File: config.mk
export PLATFORM = sky130hd
export DESIGN_NAME = sacse_regs_top
export DESIGN_NICKNAME = d
export VERILOG_FILES = /design/src/rtl/sacse_pkg.sv /design/src/rtl/sacse_regs_top.sv
export SDC_FILE = /design/constraint.sdc
export NUM_CORES = 1
export LEC_CHECK = 0
export ABC_AREA = 1
export BUFFER_PORTS_ARGS = -buffer_cell sky130_fd_sc_hd__buf_2
export CAP_MARGIN = 25
export CORE_MARGIN = 1.5
export CORE_UTILIZATION = 57
export CTS_CLUSTER_DIAMETER = 60
export DETAILED_ROUTE_END_ITERATION = 12
export GPL_TIMING_DRIVEN = 0
export MAX_ROUTING_LAYER = met4
export PLACE_DENSITY_LB_ADDON = 0.15
export SETUP_SLACK_MARGIN = 0.1
export SKIP_LAST_GASP = 1
export SLEW_MARGIN = 20
export SYNTH_ARGS = -nofsm -noshare
export SYNTH_HDL_FRONTEND = slang
export SYNTH_SLANG_ARGS = --single-unit
File: constraint.sdc
create_clock -name pclk -period 2.71 [get_ports pclk]
set_clock_uncertainty 0.15 [all_clocks]
set_input_delay 0.813 -clock pclk [delete_from_list [all_inputs] [get_ports pclk]]
set_output_delay 0.813 -clock pclk [all_outputs]
set_load 0.01 [all_outputs]
File: src/rtl/sacse_pkg.sv
// Purpose: Constants for the monitor extremes and CSI-2 error status register bank.
// Assumes: APB slave with 32-bit data, one register per aligned word.
// Notes: Printed offsets are register indexes; byte address is four times the index.
// Functional notes
// - Monitor 0 peak in bits 6:4, read clears
// - Monitor 0 trough in bits 2:0, resets seven
// - Monitor 1 peak in bits 6:4, read clears
// - Monitor 1 trough in bits 2:0, resets seven
// - Temperature peak in bits 6:4, read clears
// - Temperature trough in bits 2:0, resets seven
// - Eight-bit errored packet count, cleared by read
// - Bit 3 flags short line, read clears
// - Bit 2 flags payload checksum fail, read clears
// - Bit 1 flags header double ECC error
// - Bit 0 flags header single ECC error
// - Per-lane correctable sync error, bits 7 and 3
// - Per-lane uncorrectable sync error, bits 6 and 2
// - Per-lane HS request control error, bits 5, 1
// - Clock lane control error bit 1, rest zero
// - Read-to-clear high and low alarm flags per monitor
package sacse_pkg;

  // Register indexes as printed; the byte address is index times four.
  localparam logic [7:0] IDX_SENSOR_STATUS = 8'h57;
  localparam logic [7:0] IDX_MON0 = 8'h58;
  localparam logic [7:0] IDX_MON1 = 8'h59;
  localparam logic [7:0] IDX_TEMP = 8'h5A;
  localparam logic [7:0] IDX_ERR_CNT = 8'h5C;
  localparam logic [7:0] IDX_PKT_ERR = 8'h5D;
  localparam logic [7:0] IDX_LANE01 = 8'h5E;
  localparam logic [7:0] IDX_LANE23 = 8'h5F;
  localparam logic [7:0] IDX_CLK_LANE = 8'h60;
  localparam logic [7:0] IDX_IRQ_STATUS = 8'h70;
  localparam logic [7:0] IDX_IRQ_MASK = 8'h71;

  // Field positions of the extremes registers.
  localparam int PEAK_LSB = 4;
  localparam int TROUGH_LSB = 0;
  localparam int RSV_HI_BIT = 7;
  localparam int RSV_LO_BIT = 3;

  // Lane pair layout: odd lane in the upper nibble, even lane in the lower.
  localparam int LANE_SOFT_BIT = 3;
  localparam int LANE_HARD_BIT = 2;
  localparam int LANE_CTRL_BIT = 1;
  localparam int LANE_ODD_SHIFT = 4;
  localparam int CLK_CTRL_BIT = 1;

  // Reset and idle values, and the error count ceiling.
  localparam logic [2:0] PEAK_NONE = 3'h0;
  localparam logic [2:0] TROUGH_NONE = 3'h7;
  localparam logic [7:0] ERR_CNT_MAX = 8'hFF;

  // Interrupt status bits.
  localparam int IRQ_ALARM = 0;
  localparam int IRQ_PKT = 1;
  localparam int IRQ_LANE = 2;

  localparam int NUM_MON = 3;
  localparam int NUM_LANE = 4;
  localparam int NUM_IRQ = 3;

endpackage

File: src/rtl/sacse_regs_top.sv
// Purpose: APB register bank holding monitor extremes, alarm flags and CSI-2 error status.
// Assumes: All event inputs are synchronous to pclk; readings come with a sample strobe.
// Notes: Read-to-clear takes effect at the setup edge, so the returned value and the clear
// Notes: see the same state; an event in that very cycle survives the clear.
//
// Our own choice: the APB interface to the registers.
`timescale 1ns/1ps
module sacse_regs_top (
  input wire logic pclk, // APB clock, 250 MHz.
  input wire logic presetn, // Asynchronous active-low reset.
  input wire logic psel, // APB select.
  input wire logic penable, // APB enable.
  input wire logic pwrite, // APB direction, high for write.
  input wire logic [11:0] paddr, // APB byte address.
  input wire logic [31:0] pwdata, // APB write data.
  output logic [31:0] prdata, // APB read data.
  output logic pready, // APB ready.
  output logic pslverr, // APB error for unmapped addresses.
  input wire logic mon_sample_valid, // Readings below are valid this cycle.
  input wire logic [2:0] monitor0_reading, // First voltage monitor reading.
  input wire logic [2:0] monitor1_reading, // Second voltage monitor reading.
  input wire logic [2:0] temperature_reading, // Temperature monitor reading.
  input wire logic [2:0] monitor0_high_limit, // First monitor high limit.
  input wire logic [2:0] monitor0_low_limit, // First monitor low limit.
  input wire logic [2:0] monitor1_high_limit, // Second monitor high limit.
  input wire logic [2:0] monitor1_low_limit, // Second monitor low limit.
  input wire logic [2:0] temperature_high_limit, // Temperature high limit.
  input wire logic [2:0] temperature_low_limit, // Temperature low limit.
  input wire logic pkt_end, // One-cycle pulse at the end of a received packet.
  input wire logic short_line_flag, // Line shorter than header word count, with pkt_end.
  input wire logic payload_check_fail, // Payload checksum failure, with pkt_end.
  input wire logic header_double_error, // Uncorrectable header ECC error, with pkt_end.
  input wire logic header_single_error, // Corrected header ECC error, with pkt_end.
  input wire logic [3:0] lane_sync_soft_error, // Per-lane correctable sync error level.
  input wire logic [3:0] lane_sync_hard_error, // Per-lane uncorrectable sync error level.
  input wire logic [3:0] lane_hs_request_ctrl_error, // Per-lane HS request control error.
  input wire logic clocklane_hs_request_ctrl_error, // Clock lane HS request control error.
  output logic irq // Level interrupt, high while an unmasked status bit is set.
);

  // All block state in one record.
  typedef struct packed {
    logic [2:0][1:0] rsv; // Writable reserved bits 7 and 3 of each extremes register.
    logic [2:0][2:0] peak; // Highest reading while above the high limit.
    logic [2:0][2:0] trough; // Lowest reading while below the low limit.
    logic [2:0] alarm_hi; // Sticky high alarm per monitor.
    logic [2:0] alarm_lo; // Sticky low alarm per monitor.
    logic [7:0] err_cnt; // Errored packet count.
    logic [3:0] pkt_err; // Sticky packet error flags.
    logic [3:0] lane_soft; // Sampled lane correctable sync errors.
    logic [3:0] lane_hard; // Sampled lane uncorrectable sync errors.
    logic [3:0] lane_ctrl; // Sampled lane control errors.
    logic clk_ctrl; // Sampled clock lane control error.
    logic [2:0] irq_sts; // Sticky interrupt status.
    logic [2:0] irq_mask; // Interrupt enables.
    logic [31:0] prdata; // Registered read data.
    logic pready; // Registered ready.
    logic pslverr; // Registered error.
    logic irq; // Registered interrupt.
  } sacse_state_s;

  sacse_state_s state_r; // Current state.
  sacse_state_s state_nxt; // Next state.

  // Per-monitor inputs gathered into arrays for the generate loop.
  logic [2:0][2:0] reading; // Readings by monitor.
  logic [2:0][2:0] hi_lim; // High limits by monitor.
  logic [2:0][2:0] lo_lim; // Low limits by monitor.
  logic [2:0] hi_evt; // Reading above its high limit this cycle.
  logic [2:0] lo_evt; // Reading below its low limit this cycle.
  logic [2:0][2:0] peak_nxt; // Peak after clear and update.
  logic [2:0][2:0] trough_nxt; // Trough after clear and update.
  logic [2:0] clr_mon; // Read clear for each extremes register.

  assign reading = {temperature_reading, monitor1_reading, monitor0_reading};
  assign hi_lim = {temperature_high_limit, monitor1_high_limit, monitor0_high_limit};
  assign lo_lim = {temperature_low_limit, monitor1_low_limit, monitor0_low_limit};

  // Address decode: setup phase of a legal word access inside the map.
  logic setup; // First cycle of an APB transfer.
  logic access_done; // Completing edge of an APB transfer.
  logic [7:0] idx; // Register index.
  logic aligned; // Address is word aligned and in range.
  logic rd_setup; // Read in its setup cycle.
  logic mapped; // Index names a register.

  assign setup = psel & ~penable;
  assign access_done = psel & penable & state_r.pready;
  assign idx = paddr[9:2];
  assign aligned = (paddr[1:0] == 2'h0) && (paddr[11:10] == 2'h0);
  assign rd_setup = setup & ~pwrite & aligned;

  // Which index is a register.
  always_comb begin
    case (idx)
      sacse_pkg::IDX_SENSOR_STATUS, sacse_pkg::IDX_MON0, sacse_pkg::IDX_MON1,
      sacse_pkg::IDX_TEMP, sacse_pkg::IDX_ERR_CNT, sacse_pkg::IDX_PKT_ERR,
      sacse_pkg::IDX_LANE01, sacse_pkg::IDX_LANE23, sacse_pkg::IDX_CLK_LANE,
      sacse_pkg::IDX_IRQ_STATUS, sacse_pkg::IDX_IRQ_MASK: begin
        mapped = aligned;
      end
      default: begin
        mapped = 1'b0;
      end
    endcase
  end

  assign clr_mon[0] = rd_setup && (idx == sacse_pkg::IDX_MON0);
  assign clr_mon[1] = rd_setup && (idx == sacse_pkg::IDX_MON1);
  assign clr_mon[2] = rd_setup && (idx == sacse_pkg::IDX_TEMP);

  // Per-monitor extremes tracking; the clear is applied first so a new extreme wins.
  genvar m;
  generate
    for (m = 0; m < sacse_pkg::NUM_MON; m++) begin : g_mon
      logic [2:0] peak_base; // Peak after any clear.
      logic [2:0] trough_base; // Trough after any clear.
      assign hi_evt[m] = mon_sample_valid && (reading[m] > hi_lim[m]);
      assign lo_evt[m] = mon_sample_valid && (reading[m] < lo_lim[m]);
      assign peak_base = clr_mon[m] ? sacse_pkg::PEAK_NONE : state_r.peak[m];
      assign trough_base = clr_mon[m] ? sacse_pkg::TROUGH_NONE :
                           state_r.trough[m];
      // Keep the larger reading while above the high limit.
      assign peak_nxt[m] = (hi_evt[m] && (reading[m] > peak_base)) ?
                           reading[m] : peak_base;
      // Keep the smaller reading while below the low limit.
      assign trough_nxt[m] = (lo_evt[m] && (reading[m] < trough_base)) ?
                             reading[m] : trough_base;
    end
  endgenerate

  // Build the read value of one index from the current state.
  function automatic logic [31:0] read_word(input sacse_state_s s, input logic [7:0] i);
    logic [31:0] w;
    int k;
    w = 32'h0000_0000;
    case (i)
      sacse_pkg::IDX_SENSOR_STATUS: begin
        for (k = 0; k < sacse_pkg::NUM_MON; k++) begin
          w[2 * k + 1] = s.alarm_hi[k];
          w[2 * k] = s.alarm_lo[k];
        end
      end
      sacse_pkg::IDX_MON0, sacse_pkg::IDX_MON1, sacse_pkg::IDX_TEMP: begin
        k = (i == sacse_pkg::IDX_MON0) ? 0 : ((i == sacse_pkg::IDX_MON1) ? 1 : 2);
        w[sacse_pkg::RSV_HI_BIT] = s.rsv[k][1];
        w[sacse_pkg::PEAK_LSB +: 3] = s.peak[k];
        w[sacse_pkg::RSV_LO_BIT] = s.rsv[k][0];
        w[sacse_pkg::TROUGH_LSB +: 3] = s.trough[k];
      end
      sacse_pkg::IDX_ERR_CNT: begin
        w[7:0] = s.err_cnt;
      end
      sacse_pkg::IDX_PKT_ERR: begin
        w[3:0] = s.pkt_err;
      end
      sacse_pkg::IDX_LANE01, sacse_pkg::IDX_LANE23: begin
        k = (i == sacse_pkg::IDX_LANE01) ? 0 : 2;
        // Even lane in the low nibble, odd lane shifted up.
        w[sacse_pkg::LANE_SOFT_BIT] = s.lane_soft[k];
        w[sacse_pkg::LANE_HARD_BIT] = s.lane_hard[k];
        w[sacse_pkg::LANE_CTRL_BIT] = s.lane_ctrl[k];
        w[sacse_pkg::LANE_SOFT_BIT + sacse_pkg::LANE_ODD_SHIFT] = s.lane_soft[k + 1];
        w[sacse_pkg::LANE_HARD_BIT + sacse_pkg::LANE_ODD_SHIFT] = s.lane_hard[k + 1];
        w[sacse_pkg::LANE_CTRL_BIT + sacse_pkg::LANE_ODD_SHIFT] = s.lane_ctrl[k + 1];
      end
      sacse_pkg::IDX_CLK_LANE: begin
        w[sacse_pkg::CLK_CTRL_BIT] = s.clk_ctrl;
      end
      sacse_pkg::IDX_IRQ_STATUS: begin
        w[2:0] = s.irq_sts;
      end
      sacse_pkg::IDX_IRQ_MASK: begin
        w[2:0] = s.irq_mask;
      end
      default: begin
        w = 32'h0000_0000;
      end
    endcase
    return w;
  endfunction

  // Next-state logic for the whole bank.
  always_comb begin
    logic any_err;
    logic [3:0] pkt_evt;
    logic [2:0] irq_evt;
    logic wr_done;
    any_err = 1'b0;
    pkt_evt = 4'h0;
    irq_evt = 3'h0;
    wr_done = 1'b0;
    state_nxt = state_r;

    // Extremes follow the per-monitor logic.
    state_nxt.peak = peak_nxt;
    state_nxt.trough = trough_nxt;

    // Alarm flags: a read of the sensor status register clears, a crossing sets.
    if (rd_setup && (idx == sacse_pkg::IDX_SENSOR_STATUS)) begin
      state_nxt.alarm_hi = 3'h0;
      state_nxt.alarm_lo = 3'h0;
    end
    state_nxt.alarm_hi = state_nxt.alarm_hi | hi_evt;
    state_nxt.alarm_lo = state_nxt.alarm_lo | lo_evt;

    // Packet errors are qualified by the end-of-packet pulse.
    pkt_evt = {short_line_flag, payload_check_fail, header_double_error,
               header_single_error} & {4{pkt_end}};
    any_err = |pkt_evt;

    // Counter restarts from zero on read; an errored packet in that cycle counts as one.
    if (rd_setup && (idx == sacse_pkg::IDX_ERR_CNT)) begin
      state_nxt.err_cnt = any_err ? 8'h01 : 8'h00;
    end else if (any_err && (state_r.err_cnt != sacse_pkg::ERR_CNT_MAX)) begin
      // Saturating, so a wrapped count never hides a burst of errors.
      state_nxt.err_cnt = state_r.err_cnt + 8'h01;
    end

    // Sticky packet flags, cleared by read, set wins.
    if (rd_setup && (idx == sacse_pkg::IDX_PKT_ERR)) begin
      state_nxt.pkt_err = 4'h0;
    end
    state_nxt.pkt_err = state_nxt.pkt_err | pkt_evt;

    // Lane error flags are read-only and track the receiver each cycle.
    state_nxt.lane_soft = lane_sync_soft_error;
    state_nxt.lane_hard = lane_sync_hard_error;
    state_nxt.lane_ctrl = lane_hs_request_ctrl_error;
    state_nxt.clk_ctrl = clocklane_hs_request_ctrl_error;

    // Interrupt sources: any alarm, any packet error, any lane error.
    irq_evt[sacse_pkg::IRQ_ALARM] = |{hi_evt, lo_evt};
    irq_evt[sacse_pkg::IRQ_PKT] = any_err;
    irq_evt[sacse_pkg::IRQ_LANE] = |{lane_sync_soft_error, lane_sync_hard_error,
                                     lane_hs_request_ctrl_error,
                                     clocklane_hs_request_ctrl_error};
    if (rd_setup && (idx == sacse_pkg::IDX_IRQ_STATUS)) begin
      state_nxt.irq_sts = 3'h0;
    end
    state_nxt.irq_sts = state_nxt.irq_sts | irq_evt;

    // APB: answer one cycle after setup; read data is captured with the clear.
    state_nxt.pready = 1'b0;
    if (setup) begin
      state_nxt.pready = 1'b1;
      state_nxt.pslverr = ~mapped;
      state_nxt.prdata = (~pwrite && mapped) ? read_word(state_r, idx) : 32'h0000_0000;
    end else if (access_done) begin
      state_nxt.pslverr = 1'b0;
    end

    // Writes land at the completing edge; only the reserved bits and mask are writable.
    wr_done = access_done && pwrite && mapped;
    if (wr_done) begin
      case (idx)
        sacse_pkg::IDX_MON0: begin
          state_nxt.rsv[0] = {pwdata[sacse_pkg::RSV_HI_BIT], pwdata[sacse_pkg::RSV_LO_BIT]};
        end
        sacse_pkg::IDX_MON1: begin
          state_nxt.rsv[1] = {pwdata[sacse_pkg::RSV_HI_BIT], pwdata[sacse_pkg::RSV_LO_BIT]};
        end
        sacse_pkg::IDX_TEMP: begin
          state_nxt.rsv[2] = {pwdata[sacse_pkg::RSV_HI_BIT], pwdata[sacse_pkg::RSV_LO_BIT]};
        end
        sacse_pkg::IDX_IRQ_MASK: begin
          state_nxt.irq_mask = pwdata[2:0];
        end
        default: begin
          state_nxt.irq_mask = state_nxt.irq_mask;
        end
      endcase
    end

    // Interrupt is registered from the next status and mask, on the same edge as they change.
    state_nxt.irq = |(state_nxt.irq_sts & state_nxt.irq_mask);
  end

  // State register; troughs reset to the no-alarm value of seven.
  always_ff @(posedge pclk or negedge presetn) begin
    if (!presetn) begin
      state_r <= '0;
      state_r.trough <= {sacse_pkg::NUM_MON{sacse_pkg::TROUGH_NONE}};
    end else begin
      state_r <= state_nxt;
    end
  end

  // Outputs straight from the state flip-flops.
  assign prdata = state_r.prdata;
  assign pready = state_r.pready;
  assign pslverr = state_r.pslverr;
  assign irq = state_r.irq;

endmodule // sacse_regs_top

==> metrics.yaml <==
drt:
  vias_per_cell: 5.24
  num_vias: 4409
  drtPass1Iterations: 7
  wl_per_cell_um: 13.7
  wirelength_mm: 11.5
  ant_nets: 0
  drt_iter0_drc: 381
  drc: 0
yosys:
  postSynthCellCount: 607
  async_reset_ff_share_pct: 100
  ys_types: 37
  synth.avg_cell_area_um2: 7.78
  syn_area_um2: 4720
  synth_edf_count: 0
  synth_area_leaders: "dfrtp_1 33%, nand2_1 12%, ha_1 8.2%"
  synth.top_cells.by_count: "157 x nand2_1, 81 x inv_1, 63 x dfrtp_1, 43 x nor2_1, 35 x o21ai_0"
  synth_seq_cells: 72
  yosys_warnings: 0
  yosysTopAreaCellShare_pct: 33.4
  ys_seq_area_share_pct: 38.4
  synthFlopType: "dfrtp_1"
  yosys.area.top_type: "dfrtp_1"
  yosysMostFrequentCell: "nand2_1"
layout:
  fill_cells: 663
  insertedDiodeCount: 0
  final_util_pct: 70.5
  nets: 857
  area_growth_pct: 21.4
  drive_gt1_share_pct: 28.3
clock_tree:
  clk_pin_slew_worst_paths_ns: 0.08
  htree_num_levels: 3
  cts_sinks: 72
  cts_tree: "done"
  holdBufCountCts: 0
  clock_latency_ns: 0.35
  cts-buffers-inserted: 9
  clockBufferDepth: 2
  ctsRootBufferMaster: "clkbuf_8"
placed_design:
  gp_congestion: 0.997
  port_buffers: 77
  dpl.hpwl_mm: 9.12
  dp_worst_setup_slack_ns: -0.453
sta:
  finalCriticalPeriod_ns: 2.54
  finalHoldViolations: 0
  grt_setup_unrepaired: "false"
  max_freq_mhz: 393
  finalSetupViolCount: 0
  finalMaxSlewViolations: 0
  timing.final.ws_setup_ns: 0.169
  timing.final.crit_share_pct: 93.8
setup_path:
  worstSetupStartpointType: "primary input"
  r2r-start: "state_r[59]"
  crit_fanout: 6
  worst_ep_arrival_time_ns: 2.62
  cp_data_required_time_ns: 2.79
  ff2ff_path_depth: 9
  reg2reg_to: "state_r[62]"
  regToRegSetupSlack_ns: 0.87
  end_kind: "flip-flop"
  path_class: "in -> reg"
power:
  p_leak_nw: 3.17
  irDropWorstVdd_v: 0.000383
  powerDensity_nw_per_um2: 588
die:
  dieHeight_um: 94.0
  rows: 33
  core_area_um2: 8130
  start_util_pct: 58.1
  die_w_um: 94.0
  io_pins: 130
  dieArea_um2: 8840
global_route:
  overflow: 0
  antenna_found_initial: 0
  grtUsageTotal_pct: 27.9
  grt_max_degree: 45
  grt_first_pass_wirelength_mm: 18.5
  grt_pass1_vias: 3973
status:
  outcome: "finished clean"
flow_run:
  drv_cap: 0
worst_hold_path:
  min-delay-path-class: "in -> async"
[worst max-delay path, cell delays in order]
cell and delay (ns):
buf_2 0.11, inv_2 0.06, nor2_4 0.14, nand3_4 0.14
nor2_4 0.25, nand2_4 0.10, nand2_1 0.09, ha_1 0.25
nand2_1 0.09, nor2_1 0.05, a211oi_2 0.29, a211oi_4 0.08
nand2_1 0.07, o21ai_0 0.07
[placed cells by master (no fill, tap or decap), types with 13 or more instances in the layout]
cell | synthesis | routed
nor2_4 | 8 | 13
nand2_1 | 157 | 156
o21ai_0 | 35 | 35
dfrtp_1 | 63 | 63
buf_2 | 0 | 76
nand4_1 | 14 | 14
conb_1 | 1 | 24
nor2_1 | 43 | 40
inv_1 | 81 | 78
nand3_1 | 32 | 31
a21oi_1 | 21 | 18
ha_1 | 31 | 31
buf_4 | 32 | 44
[layer usage]
layer	wire length, um	vias up	global-route usage (%)
li1	-	2167	-
met1	5050	2026	36.8
met2	5400	191	44.0
met3	860	25	5.50
met4	225	0	7.71
met5	0	-	-
[where the power goes]
part	total [mW]	leakage [nW]	switching [mW]	internal, mW
clock	0.856	0.0993	0.407	0.449
combinational	1.04	2.26	0.632	0.410
sequential	1.47	0.811	0.161	1.31
total	3.37	3.17	1.20	2.17
[flip-flops by register name, summed over array words and instances (netlist names)]
register and count:
pslverr 1, irq 1, pready 1, state_r 61, prdata 8
[worst max-delay path by stage]
stage | start | to | cells past startpoint
floorplan | paddr[1] | state_r[78] | 11
global placement | paddr[1] | state_r[78] | 12
detailed placement | paddr[1] | state_r[79] | 12
CTS | paddr[5] | state_r[79] | 13
global route | paddr[6] | state_r[86] | 14
finish | paddr[5] | state_r[85] | 14
[area by class of cell]
cell class	count	area, um^2	share of cell area, %
clock buffers	11	141	2.47
well taps	105	131	2.29
flip-flops and latches	72	1810	31.6
inverters	85	319	5.57
clock inverters	5	56.3	0.982
repair buffers	90	510	8.90
multi-input cells	440	2510	43.8
plain buffers	33	251	4.39
[cell families after synthesis]
| logic type | Yosys count | synth area share, % |
|---|---|---|
| and+or+nand+nor | 299 | 30.9 |
| buffers and inverters | 118 | 12.1 |
| AOI/OAI and AO/OA | 84 | 9.96 |
| DFF | 72 | 38.4 |
| adders and majority gates | 31 | 8.21 |
| xor gates and xnor gates | 2 | 0.371 |
| other | 1 | 0.0794 |
[stage by stage]
stage	setup TNS [ns]	hold slack [ns]	total power, mW	std cells	cell area [um^2]
3_5_place_dp	-5.86	0.313	2.45	813	5380
2_1_floorplan	0	0.292	2.13	630	4840
5_1_grt	0	0.259	3.59	841	5730
6_report	0	0.236	3.37	841	5730
4_1_cts	0	0.255	3.29	831	5600
3_3_place_gp	-4.68	0.310	2.37	812	5350
[what timing repair did]
item	CTS	global route
setup endpoints to repair	15	18
pin swaps	1	10
gates resized for setup	1	13
buffers inserted	2	10
Note: power is estimated with default switching activity, not from simulation.
